[config.mk]
export PLATFORM = sky130hd
export DESIGN_NAME = ccs_clock_switch
export DESIGN_NICKNAME = d
export VERILOG_FILES = /design/src/inc/ccs_pkg.sv /design/src/inc/ccs_sync_if.sv /design/src/hdl/ccs_pin_sync.sv /design/src/hdl/ccs_clock_switch.sv
export SDC_FILE = /design/constraint.sdc
export NUM_CORES = 1
export LEC_CHECK = 0
export ABC_AREA = 1
export BUFFER_PORTS_ARGS = -buffer_cell sky130_fd_sc_hd__buf_2
export CORE_MARGIN = 1.5
export CORE_UTILIZATION = 28
export CTS_BUF_LIST = sky130_fd_sc_hd__clkbuf_8 sky130_fd_sc_hd__clkbuf_16
export DETAILED_ROUTE_END_ITERATION = 8
export GPL_ROUTABILITY_DRIVEN = 0
export PLACE_DENSITY = 0.52
export SLEW_MARGIN = 20
export SYNTH_ARGS = -nofsm -noshare
export SYNTH_HDL_FRONTEND = slang
export SYNTH_SLANG_ARGS = --single-unit
[constraint.sdc]
create_clock -name core_clk -period 4.4 [get_ports core_clk]
set_input_delay 0.22 -clock core_clk [delete_from_list [all_inputs] [get_ports core_clk]]
set_output_delay 0.22 -clock core_clk [all_outputs]
set_load 0.005 [all_outputs]
[src/inc/ccs_pkg.sv]
package ccs_pkg;

   // Register offsets on the plain register port
   localparam logic [7:0] OFS_CLOCK_MODE_SELECT = 8'h00;
   localparam logic [7:0] OFS_MAIN_OSC_CTRL     = 8'h01;
   localparam logic [7:0] OFS_MAIN_CLOCK_MODE   = 8'h02;
   localparam logic [7:0] OFS_PROCESSOR_CLOCK   = 8'h03;
   localparam logic [7:0] OFS_INTERNAL_OSC_MODE = 8'h04;
   localparam logic [7:0] OFS_PORT_FUNCTION     = 8'h05;
   localparam logic [7:0] OFS_OSC_STAB_STATUS   = 8'h06;

   // Field positions
   localparam int BIT_MAIN_EXT_CLK_SEL  = 7;
   localparam int BIT_MAIN_OSC_MODE     = 6;
   localparam int BIT_SUB_EXT_CLK_SEL   = 5;
   localparam int BIT_SUB_OSC_MODE      = 4;
   localparam int BIT_MAIN_OSC_STOP     = 7;
   localparam int BIT_MAIN_CLK_RANGE    = 2;
   localparam int BIT_MAIN_CLK_STATUS   = 1;
   localparam int BIT_MAIN_CLK_SEL      = 0;
   localparam int BIT_CPU_SUB_STATUS    = 5;
   localparam int BIT_CPU_SUB_SEL       = 4;
   localparam int BIT_INT_HS_OSC_STATUS = 7;
   localparam int BIT_INT_HS_OSC_STOP   = 0;
   localparam int BIT_SUB_EXT_SEL       = 1;
   localparam int BIT_SUB_PIN_OUT_EN    = 0;
   localparam int BIT_MAIN_STAB         = 0;
   localparam int BIT_SUB_STAB          = 1;

   // Reset values
   localparam logic RST_MAIN_OSC_STOP   = 1'b1;
   localparam logic RST_INT_HS_OSC_STOP = 1'b0;

   // Synchronised pin inputs, one bit each
   localparam int SYN_MAIN_READY = 0;
   localparam int SYN_SUB_READY  = 1;
   localparam int SYN_INT_READY  = 2;
   localparam int SYN_WAKE       = 3;
   localparam int SYN_WIDTH      = 4;

   // Timing
   localparam int CLK_PERIOD_NS     = 100;
   localparam int MAIN_STAB_TIME_US = 1000;
   localparam int SUB_STAB_TIME_US  = 1000;
   localparam int GAP_TIME_NS       = 300;
   localparam int MAIN_STAB_CYCLES  = (MAIN_STAB_TIME_US * 1000 + CLK_PERIOD_NS - 1)
                                      / CLK_PERIOD_NS;
   localparam int SUB_STAB_CYCLES   = (SUB_STAB_TIME_US * 1000 + CLK_PERIOD_NS - 1)
                                      / CLK_PERIOD_NS;
   localparam int GAP_CYCLES        = (GAP_TIME_NS + CLK_PERIOD_NS - 1) / CLK_PERIOD_NS;
   localparam int STAB_CNT_W        = 20;
   localparam logic [2:0] GAP_LAST  = 3'(GAP_CYCLES - 1);

   typedef enum logic [1:0] {
      SRC_INT  = 2'b00,
      SRC_MAIN = 2'b01,
      SRC_SUB  = 2'b10
   } ccs_src_t;

   typedef enum logic [1:0] {
      ST_RUN  = 2'b00,
      ST_GAP  = 2'b01,
      ST_HALT = 2'b10,
      ST_STOP = 2'b11
   } ccs_state_t;

endpackage

[src/inc/ccs_sync_if.sv]
`timescale 1ns/1ns
interface ccs_sync_if;
   import ccs_pkg::*;
   logic [SYN_WIDTH-1:0] raw;
   logic [SYN_WIDTH-1:0] clean;
   modport sync (input raw, output clean);
   modport user (output raw, input clean);
endinterface

[src/hdl/ccs_pin_sync.sv]
`timescale 1ns/1ns
module ccs_pin_sync
   import ccs_pkg::*;
(
   input wire logic core_clk,
   input wire logic reset,
   ccs_sync_if.sync pins
);

   logic [SYN_WIDTH-1:0] stage1;
   logic [SYN_WIDTH-1:0] stage2;
   logic [SYN_WIDTH-1:0] stage3;
   logic [SYN_WIDTH-1:0] held;

   assign pins.clean = held;

   // A change counts only once the second and third stages agree
   genvar i;
   generate
      for (i = 0; i < SYN_WIDTH; i++) begin : g_bit
         always_ff @(posedge core_clk) begin
            if (reset) begin
               stage1[i] <= 1'b0;
               stage2[i] <= 1'b0;
               stage3[i] <= 1'b0;
               held[i]   <= 1'b0;
            end else begin
               stage1[i] <= pins.raw[i];
               stage2[i] <= stage1[i];
               stage3[i] <= stage2[i];
               if (stage2[i] == stage3[i]) begin
                  held[i] <= stage3[i];
               end
            end
         end
      end
   endgenerate

endmodule

[src/hdl/ccs_clock_switch.sv]
`timescale 1ns/1ns
module ccs_clock_switch
   import ccs_pkg::*;
#(
   parameter int MAIN_STAB_LIMIT = MAIN_STAB_CYCLES,
   parameter int SUB_STAB_LIMIT  = SUB_STAB_CYCLES
)(
   input  wire logic       core_clk,
   input  wire logic       reset,
   input  wire logic [7:0] reg_addr,
   input  wire logic [7:0] reg_wdata,
   input  wire logic       reg_wr,
   input  wire logic       reg_rd,
   output      logic [7:0] reg_rdata,
   input  wire logic       halt_exec,
   input  wire logic       stop_exec,
   input  wire logic       wake_req,
   input  wire logic       main_osc_ready,
   input  wire logic       sub_osc_ready,
   input  wire logic       int_osc_ready,
   output      logic       main_osc_on,
   output      logic       main_osc_ext,
   output      logic       sub_osc_on,
   output      logic       sub_osc_ext,
   output      logic       int_osc_on,
   output      logic [2:0] cpu_clk_en,
   output      logic       halt_active,
   output      logic       stop_active
);

   ccs_sync_if pins ();

   logic                  main_ext_clk_sel;
   logic                  main_osc_mode;
   logic                  sub_ext_clk_sel;
   logic                  sub_osc_mode;
   logic                  main_osc_stop;
   logic                  main_clk_range;
   logic                  range_locked;
   logic                  main_clk_sel;
   logic                  cpu_sub_sel;
   logic                  int_hs_osc_stop;
   logic                  sub_ext_sel;
   logic                  sub_pin_out_en;
   logic [STAB_CNT_W-1:0] main_stab_cnt;
   logic [STAB_CNT_W-1:0] sub_stab_cnt;
   logic [2:0]            gap_cnt;
   ccs_state_t            state;
   ccs_src_t              cur_src;

   assign pins.raw[SYN_MAIN_READY] = main_osc_ready;
   assign pins.raw[SYN_SUB_READY]  = sub_osc_ready;
   assign pins.raw[SYN_INT_READY]  = int_osc_ready;
   assign pins.raw[SYN_WAKE]       = wake_req;

   ccs_pin_sync u_sync (
      .core_clk (core_clk),
      .reset    (reset),
      .pins     (pins.sync)
   );

   // Decode
   wire wr_cms  = reg_wr && (reg_addr == OFS_CLOCK_MODE_SELECT);
   wire wr_moc  = reg_wr && (reg_addr == OFS_MAIN_OSC_CTRL);
   wire wr_mcm  = reg_wr && (reg_addr == OFS_MAIN_CLOCK_MODE);
   wire wr_pcc  = reg_wr && (reg_addr == OFS_PROCESSOR_CLOCK);
   wire wr_iom  = reg_wr && (reg_addr == OFS_INTERNAL_OSC_MODE);
   wire wr_pfc  = reg_wr && (reg_addr == OFS_PORT_FUNCTION);
   // A write of the value already held does not use up the one change
   wire range_take   = wr_mcm && !range_locked &&
                       (reg_wdata[BIT_MAIN_CLK_RANGE] != main_clk_range);

   wire in_stop      = (state == ST_STOP);
   wire main_run     = main_osc_mode && !main_osc_stop && !in_stop;
   wire sub_run      = sub_osc_mode && sub_ext_clk_sel && sub_pin_out_en;
   wire int_run      = !int_hs_osc_stop && !in_stop;
   wire main_rdy_syn = pins.clean[SYN_MAIN_READY];
   wire sub_rdy_syn  = pins.clean[SYN_SUB_READY];
   wire wake_syn     = pins.clean[SYN_WAKE];
   wire int_hs_osc_status = int_run && pins.clean[SYN_INT_READY];
   wire main_stab    = (main_stab_cnt == STAB_CNT_W'(MAIN_STAB_LIMIT));
   wire sub_stab     = (sub_stab_cnt == STAB_CNT_W'(SUB_STAB_LIMIT));
   // An external clock is usable as soon as it is seen, a crystal after its count
   wire main_usable  = main_run && (main_ext_clk_sel ? main_rdy_syn : main_stab);
   wire sub_usable   = sub_run && (sub_ext_sel ? sub_rdy_syn : sub_stab);

   // Unless cpu_sub_sel is set, range low forces the internal clock whatever the main select says
   wire ccs_src_t target_src = cpu_sub_sel ? SRC_SUB :
                               (main_clk_range && main_clk_sel) ? SRC_MAIN : SRC_INT;
   wire target_ready = (target_src == SRC_SUB)  ? sub_usable :
                       (target_src == SRC_MAIN) ? main_usable : int_hs_osc_status;

   // Requests the state machine acts on while running, and the end of the gap
   wire stop_ok      = stop_exec && (cur_src != SRC_SUB);
   wire switch_go    = (target_src != cur_src) && target_ready;
   wire gap_done     = (gap_cnt == GAP_LAST);
   // Every gate shuts outside RUN, so gap, halt and stop give the CPU no edge
   wire [2:0] next_cpu_clk_en = (state == ST_RUN) ? (3'h1 << cur_src) : 3'h0;

   wire cpu_sub_status  = (cur_src == SRC_SUB);
   wire main_clk_status = (cur_src == SRC_MAIN);

   wire [7:0] rd_cms = {main_ext_clk_sel, main_osc_mode, sub_ext_clk_sel,
                        sub_osc_mode, 4'h0};
   wire [7:0] rd_moc = {main_osc_stop, 7'h00};
   wire [7:0] rd_mcm = {5'h00, main_clk_range, main_clk_status, main_clk_sel};
   wire [7:0] rd_pcc = {2'h0, cpu_sub_status, cpu_sub_sel, 4'h0};
   wire [7:0] rd_iom = {int_hs_osc_status, 6'h00, int_hs_osc_stop};
   wire [7:0] rd_pfc = {6'h00, sub_ext_sel, sub_pin_out_en};
   wire [7:0] rd_osc = {6'h00, sub_stab, main_stab};
   wire [7:0] rd_mux = (reg_addr == OFS_CLOCK_MODE_SELECT) ? rd_cms :
                       (reg_addr == OFS_MAIN_OSC_CTRL)     ? rd_moc :
                       (reg_addr == OFS_MAIN_CLOCK_MODE)   ? rd_mcm :
                       (reg_addr == OFS_PROCESSOR_CLOCK)   ? rd_pcc :
                       (reg_addr == OFS_INTERNAL_OSC_MODE) ? rd_iom :
                       (reg_addr == OFS_PORT_FUNCTION)     ? rd_pfc :
                       (reg_addr == OFS_OSC_STAB_STATUS)   ? rd_osc : 8'h00;

   // Read data stands only in the cycle after the strobe
   always_ff @(posedge core_clk) begin
      if (reset) begin
         reg_rdata <= 8'h00;
      end else begin
         reg_rdata <= reg_rd ? rd_mux : 8'h00;
      end
   end

   always_ff @(posedge core_clk) begin
      if (reset) begin
         main_ext_clk_sel <= 1'b0;
         main_osc_mode    <= 1'b0;
         sub_ext_clk_sel  <= 1'b0;
         sub_osc_mode     <= 1'b0;
      end else if (wr_cms) begin
         main_ext_clk_sel <= reg_wdata[BIT_MAIN_EXT_CLK_SEL];
         main_osc_mode    <= reg_wdata[BIT_MAIN_OSC_MODE];
         sub_ext_clk_sel  <= reg_wdata[BIT_SUB_EXT_CLK_SEL];
         sub_osc_mode     <= reg_wdata[BIT_SUB_OSC_MODE];
      end
   end

   always_ff @(posedge core_clk) begin
      if (reset) begin
         main_osc_stop <= RST_MAIN_OSC_STOP;
      end else if (wr_moc) begin
         main_osc_stop <= reg_wdata[BIT_MAIN_OSC_STOP];
      end
   end

   // The range flag takes its first differing write and then locks
   always_ff @(posedge core_clk) begin
      if (reset) begin
         main_clk_range <= 1'b0;
         range_locked   <= 1'b0;
         main_clk_sel   <= 1'b0;
      end else if (wr_mcm) begin
         main_clk_sel <= reg_wdata[BIT_MAIN_CLK_SEL];
         if (range_take) begin
            main_clk_range <= reg_wdata[BIT_MAIN_CLK_RANGE];
            range_locked   <= 1'b1;
         end
      end
   end

   always_ff @(posedge core_clk) begin
      if (reset) begin
         cpu_sub_sel <= 1'b0;
      end else if (wr_pcc) begin
         cpu_sub_sel <= reg_wdata[BIT_CPU_SUB_SEL];
      end
   end

   always_ff @(posedge core_clk) begin
      if (reset) begin
         int_hs_osc_stop <= RST_INT_HS_OSC_STOP;
      end else if (wr_iom) begin
         int_hs_osc_stop <= reg_wdata[BIT_INT_HS_OSC_STOP];
      end
   end

   always_ff @(posedge core_clk) begin
      if (reset) begin
         sub_ext_sel    <= 1'b0;
         sub_pin_out_en <= 1'b0;
      end else if (wr_pfc) begin
         sub_ext_sel    <= reg_wdata[BIT_SUB_EXT_SEL];
         sub_pin_out_en <= reg_wdata[BIT_SUB_PIN_OUT_EN];
      end
   end

   // Stabilisation counts restart whenever the oscillator is turned off
   always_ff @(posedge core_clk) begin
      if (reset || !main_run || !main_rdy_syn) begin
         main_stab_cnt <= '0;
      end else if (!main_stab) begin
         main_stab_cnt <= main_stab_cnt + 1'b1;
      end
   end

   always_ff @(posedge core_clk) begin
      if (reset || !sub_run || !sub_rdy_syn) begin
         sub_stab_cnt <= '0;
      end else if (!sub_stab) begin
         sub_stab_cnt <= sub_stab_cnt + 1'b1;
      end
   end

   // Clock state machine; the gap keeps every source gate off so no runt
   // pulse reaches the CPU, at the cost of a few dead cycles per switch
   always_ff @(posedge core_clk) begin
      if (reset) begin
         state   <= ST_RUN;
         cur_src <= SRC_INT;
         gap_cnt <= 3'h0;
      end else begin
         case (state)
            ST_RUN: begin
               gap_cnt <= 3'h0;
               if (halt_exec) begin
                  state <= ST_HALT;
               end else if (stop_ok) begin
                  state <= ST_STOP;
               end else if (switch_go) begin
                  state <= ST_GAP;
               end
            end
            ST_GAP: begin
               if (!gap_done) begin
                  gap_cnt <= gap_cnt + 3'h1;
               end else if (target_ready) begin
                  cur_src <= target_src;
                  state   <= ST_RUN;
               end
            end
            ST_HALT: begin
               if (wake_syn) begin
                  state <= ST_RUN;
               end
            end
            ST_STOP: begin
               // Oscillators restart on wake, so the gap waits for them
               if (wake_syn) begin
                  state   <= ST_GAP;
                  gap_cnt <= 3'h0;
               end
            end
            default: begin
               state <= ST_RUN;
            end
         endcase
      end
   end

   always_ff @(posedge core_clk) begin
      if (reset) begin
         cpu_clk_en  <= 3'h0;
         halt_active <= 1'b0;
         stop_active <= 1'b0;
      end else begin
         cpu_clk_en  <= next_cpu_clk_en;
         halt_active <= (state == ST_HALT);
         stop_active <= in_stop;
      end
   end

   always_ff @(posedge core_clk) begin
      if (reset) begin
         main_osc_on  <= 1'b0;
         main_osc_ext <= 1'b0;
         sub_osc_on   <= 1'b0;
         sub_osc_ext  <= 1'b0;
         int_osc_on   <= 1'b0;
      end else begin
         main_osc_on  <= main_run;
         main_osc_ext <= main_ext_clk_sel;
         sub_osc_on   <= sub_run;
         sub_osc_ext  <= sub_ext_sel;
         int_osc_on   <= int_run;
      end
   end

endmodule

---- Word level (Yosys, flattened, before mapping) ----
Cells that the tools add are included.
Widths: inputs -> output; s select.
word-level totals
  output and inout bits ................... 18
  register bits after elaboration ......... 93
  bits of input ports ..................... 26
  logic and storage cells ................. 145
operators by class
  bitwise logic cells ..................... 2
  equality and inequality tests ........... 29
  shifts and indexed selects .............. 1
  reductions and logical operators ........ 42
  mux-type cells .......................... 24
  add/subtract/negate cells ............... 3
operator list
  operator               number
  $add 20x1->20 const B  2
  $eq 20x14->1 const B   2
  $mux 8                 5
  $eq 8x3->1 const B     3
  $mux 2                 10
  $logic_and 1x1->1      19
  $eq 8x2->1 const B     2
  $pmux 3 s3             1
  $eq 2x2->1 const B     4
  $eq 8x1->1 const B     1
  $logic_not 1->1        8
  $logic_not 8->1        1
  $ne 2x2->1 const B     4
  $pmux 2 s4             1
  $reduce_or 8->1        1
  $eq 2x1->1 const B     3
  $mux 3                 2
  $reduce_and 3->1       2
  $mux 1                 5
  $reduce_and 5->1       1
  $eq 1x1->1             4
  $logic_or 1x1->1       4
  $ne 2x1->1 const B     2
  $ne 4x4->1 const B     1
  other kinds (11)       13

---- Longest topological paths before layout ----
  depth in word-level cells ............... 11
  mapped depth ............................ 15
  mapped depth without buffers ............ 15

---- Cells and area by module ----
A second synthesis with hierarchy kept.
second synthesis, totals
  cell total of the unflattened synthesis .. 543
  area, all modules ....................... 4050.1 um2
by module, submodules not included
  module            seq. area each (um2)  area each (um2)  cells each  times used
  ccs_clock_switch  1521.5                3569.7           489         1
  ccs_pin_sync      320.3                 480.5            54          1

---- Worst setup path after synthesis ----
Ideal clock, no wire load.
  kind .................................... register to register
  from .................................... reg main_stab_cnt[1]
  to ...................................... reg main_stab_cnt[18]
  library setup time ...................... 0.071 ns
  period minus slack after synthesis ...... 1.669 ns
  data arrival time ....................... 1.599 ns
  required time ........................... 4.329 ns
  stages on the path, launching flop included .. 11
  path slack .............................. 2.731 ns
  buffers on the path ..................... 0
  cells stage by stage .................... dfxtp_1 -> ha_1 -> nand2_1 -> inv_1 -> nand2_1 -> nor4_4 -> nand3_1 -> nor2_1 -> nand4_1 -> or2_0 -> a21oi_1
on the way
  word-level cells in the longest chain between the ends .. 1
  elaborated cells between the ends (all ways) .. 2
  those cells by class .................... 1 x add/sub; 1 x eq/ne
ends and longest elaborated chain
  element                                        RTL line                                         source
  start: declaration                             ccs_clock_switch.sv:45                           logic [STAB_CNT_W-1:0] main_stab_cnt;
  start signal: assignment                       ccs_clock_switch.sv:196                          main_stab_cnt <= main_stab_cnt + 1'b1;
  $add 20x1->20 or $eq 20x14->1 (tied branches)  ccs_clock_switch.sv:196, ccs_clock_switch.sv:81
Parallel ways exist; a longest one is shown, timed or not.
A chain may end at the register's enable or synchronous reset.

---- Worst setup path in the final report ----
Same ends and word-level chain as after synthesis.

==> results.txt <==
----------------------------------------------------
[Placed design]
  Final HPWL DP ... 6760 um
  Buffers added on ports ... 41
  Standard cell area after detailed placement ... around 0.0044 mm2

[Clocking]
  Bufs on Longest Clock Path ... 2
  Clock Pin Slew Worst Setup and Hold Paths ... about 0.07 ns
  Clock root buffer ... clkbuf_16
  Cts bufs inserted ... 9
  Number of gates resized after cts ... 0
  # hold bufs at CTS ... 0
  Post-CTS setup buffer count ... 0
  CTS tree ... built
  Clk sink count ... 92
  Clock insertion delay at the later pin of the skew report ... about 0.34 ns
  Clock H-tree levels ... 3

[Global routing]
  Initial antenna violation count ... 0
  Pin count of the biggest net entering global routing ... 32
  Wire length of the first global-routing pass ... between 15000 and 20000 um
  Vias in the first global route ... 3311
  Global routing met3 resource utilization ... 4.28%
  GR peak layer ... met2
  Gr usage total ... 12.8%
  GR Layer Usage met2 ... 20.9%
  Global-route met1 utilization ... 15.3%
  Total congestion overflow after global routing ... 0

[Timing]
  Number of hold-slack violations in the final timing report ... 0
  Unrepaired setup endpoints after global routing ... false
  Tmin final ... between 1.5 and 2 ns
  Headroom to the max-slew limit ... 61.3%
  # setup viols final ... 0
  Share of the clock period used by the worst path after layout ... 44.1%
  Max Clock Freq ... 515 MHz
  Measured slew at the worst slew-check pin ... 0.581 ns
  Worst clock skew ... 0.00796 ns
  Number of slew-limit violations in the final report ... 0
  TNS Setup ... 0 ns

[Drt]
  Vias after detailed routing ... 3507
  Count of antenna-violating nets left after detailed routing ... 0
  1st-iter DRT viols ... around 210
  Final wirelength ... around 8800 um
  Post-DR wirelength/cell ... 11.2 um
  Via-to-Cell Ratio ... 4.47
  Drt pass-1 iters ... 4
  Drt drc ... 0

[Power]
  Total power divided by cell area ... around 360 mW/mm2
  Cell leakage power ... 1.92 nW
  Peak ir drop on the vdd network ... 0.170 mV

[Worst setup path]
  Buffers plus inverters on the worst setup path ... 1
  Crit-path slowest cell ... dfxtp_1
  Critical Path Fanout Max ... 4
  Worst-path cell chain ... ha_1 -> nand2_1 -> inv_1 -> nand2_1 -> nor4_4 -> nand3_1 -> nor2_1 -> nand4_1 -> or2_0 -> a21oi_1
  Required time worst endpoint ... about 4.7 ns
  Worst path most repeated cell ... nand2_1
  Crit. End Element ... register
  Worst stage delay on the critical path ... 0.39 ns
  WS Path Type ... register to register
  Signal arrival time at the worst endpoint ... 2.21 ns
  Worst path top cell family by delay ... simple AND/OR/NAND/NOR gates
  Startpoint Class ... register

[Yosys]
  Number of distinct library cell variants in the gate-level netlist after synthesis ... 34
  Number of enable flip-flop cells after synthesis ... 0
  Prevailing post-synth register cell ... dfxtp_1
  Flop and latch count out of synthesis ... 92
  Number of nets produced by synthesis ... roughly 590
  Post-synthesis cell count ... 555
  Post-synthesis async set-or-reset flop share ... 0%
  Sequential-to-total area share from yosys stat ... 45.9%
  Synth Cell Area ... 0.00401 mm2
  Ys Warns ... 0
  Avg Cell Area, Syn ... 7.23 um2

[Floorplan]
  Count of boundary I/O pins ... 44
  Height of the die ... between 100 and 150 um
  # rows ... 43
  Initial cell density of the core ... 28.8%
  Floorplan die area ... roughly 0.015 mm2
  Die width ... 123 um
  Core outline area ... 0.0139 mm2

[Finish]
  Final Instance Area ... about 0.0047 mm2
  Area delta synth->final ... 17.3%
  Net count of the finished layout ... 631
  Number of fillers in the final layout ... around 1500
  Antenna diode instance count ... 0
  Fraction of final layout cells with drive strength greater than 1 ... 10.9%

[Outcome]
  Result of the run ... complete, no violations

[Min path]
  Min-Delay Path Class ... input pin to register

[Run]
  Number of maximum-capacitance constraint violations ... 0

----------------------------------------------------
## path summary, 6_finish.rpt
| check | to | cells after the start | slack, ns | startpoint |
|---|---|---|---|---|
| max | main_stab_cnt[18]$_SDFFE_PP0P_ | 10 | 2.46 | main_stab_cnt[1]$_SDFFE_PP0P_ |
| min | u_sync.stage1[3]$_SDFF_PP0_ | 3 | 0.08 | wake_req |
| max reg2reg | main_stab_cnt[18]$_SDFFE_PP0P_ | 10 | 2.46 | main_stab_cnt[1]$_SDFFE_PP0P_ |
| min reg2reg | u_sync.stage2[0]$_SDFF_PP0_ | 2 | 0.40 | u_sync.stage1[0]$_SDFF_PP0_ |
## kinds of logic (layout without fill, tap and decap cells)
logic type / Yosys count / in the layout / share of synthesized area (%)
and+or+nand+nor: 239 / 239 / 26.4
buffers and inverters: 108 / 157 / 10.2
AOI/OAI and AO/OA: 104 / 104 / 14.4
DFF: 92 / 92 / 45.9
adders and majority gates: 6 / 6 / 1.87
xor gates and xnor gates: 5 / 5 / 1.09
other: 1 / 1 / 0.0935
## state kept, by name, indices dropped and copies added (netlist names), 2 cells and up
signal             count
u_sync.stage2          4
reg_rdata              7
sub_stab_cnt          20
cpu_clk_en             3
main_stab_cnt         20
cur_src                2
gap_cnt                3
u_sync.pins.clean      4
u_sync.stage3          4
state                  2
u_sync.stage1          4
## cells in the mapped netlist, types with 8 or more instances
cell | instances | area (um2)
inv_1 | 100 | 375
dfxtp_1 | 92 | 1840
nand2_1 | 91 | 342
nor2_1 | 81 | 304
a21oi_1 | 47 | 235
o21ai_0 | 33 | 165
nor3_1 | 22 | 110
nand3_1 | 19 | 95.1
nor4_1 | 10 | 62.6
a211oi_1 | 8 | 60.1
## power by group
group	leakage [nW]	internal (W)	switching, W	total, W
sequential	0.744	0.000848	0.0000109	0.000859
combinational	1.04	0.0000296	0.0000514	0.0000810
clock	0.141	0.000431	0.000319	0.000750
## tightest hold or removal path: stages
cell and delay (ns):
buf_2 0.07, inv_1 0.03, nor2_1 0.06
## area by class of cell
| cell class | count | area [um2] | share of cell area (%) |
|---|---|---|---|
| repair buffers | 41 | 205 | 4.36 |
| clock buffers | 12 | 267 | 5.66 |
| flip-flops and latches | 92 | 1840 | 39.1 |
| well taps | 180 | 225 | 4.79 |
| clock inverters | 4 | 32.5 | 0.691 |
| inverters | 100 | 375 | 7.98 |
| multi-input cells | 355 | 1760 | 37.4 |
## placed cells by master (no fill, tap or decap), types with 2 or more instances in the layout
cell / netlist / layout
xor2_1: 4 / 4
ha_1: 6 / 6
inv_1: 100 / 100
clkbuf_16: 0 / 9
nand2_2: 2 / 2
or2_0: 2 / 2
nand4_1: 4 / 4
o21ai_0: 33 / 33
nand3_1: 19 / 19
clkbuf_8: 0 / 3
a21oi_1: 47 / 47
nor2_4: 2 / 2
nand2_1: 91 / 91
nor3_1: 22 / 22
dfxtp_1: 92 / 92
clkinvlp_4: 0 / 2
o21a_1: 6 / 6
buf_2: 0 / 41
nor2_1: 81 / 81
clkinv_4: 0 / 2
o211ai_1: 3 / 3
nor4_1: 10 / 10
a211oi_1: 8 / 8
a31oi_1: 3 / 3
## metal layers
metal	vias up	part of all wire (%)	wire length, um
li1	1872	-	-
met1	1560	48	4200
met2	63	46	4050
met3	12	4.8	420
met4	0	1.3	116
met5	-	0	0
## through the flow
step / cells / setup WS [ns] / hold slack, ns / total power (W) / utilization (%)
5_1_grt: 784 / 2.21 / 0.0696 / 0.00177 / 33.8
3_3_place_gp: 768 / 2.44 / 0.389 / 0.000956 / 31.6
4_1_cts: 784 / 2.46 / 0.0655 / 0.00172 / 33.8
2_1_floorplan: 555 / 2.73 / 0.304 / 0.000927 / -
6_report: 784 / 2.46 / 0.0787 / 0.00169 / 33.8
3_5_place_dp: 768 / 2.42 / 0.396 / 0.000958 / 31.6
No activity file was read; power rests on OpenSTA's default activity.
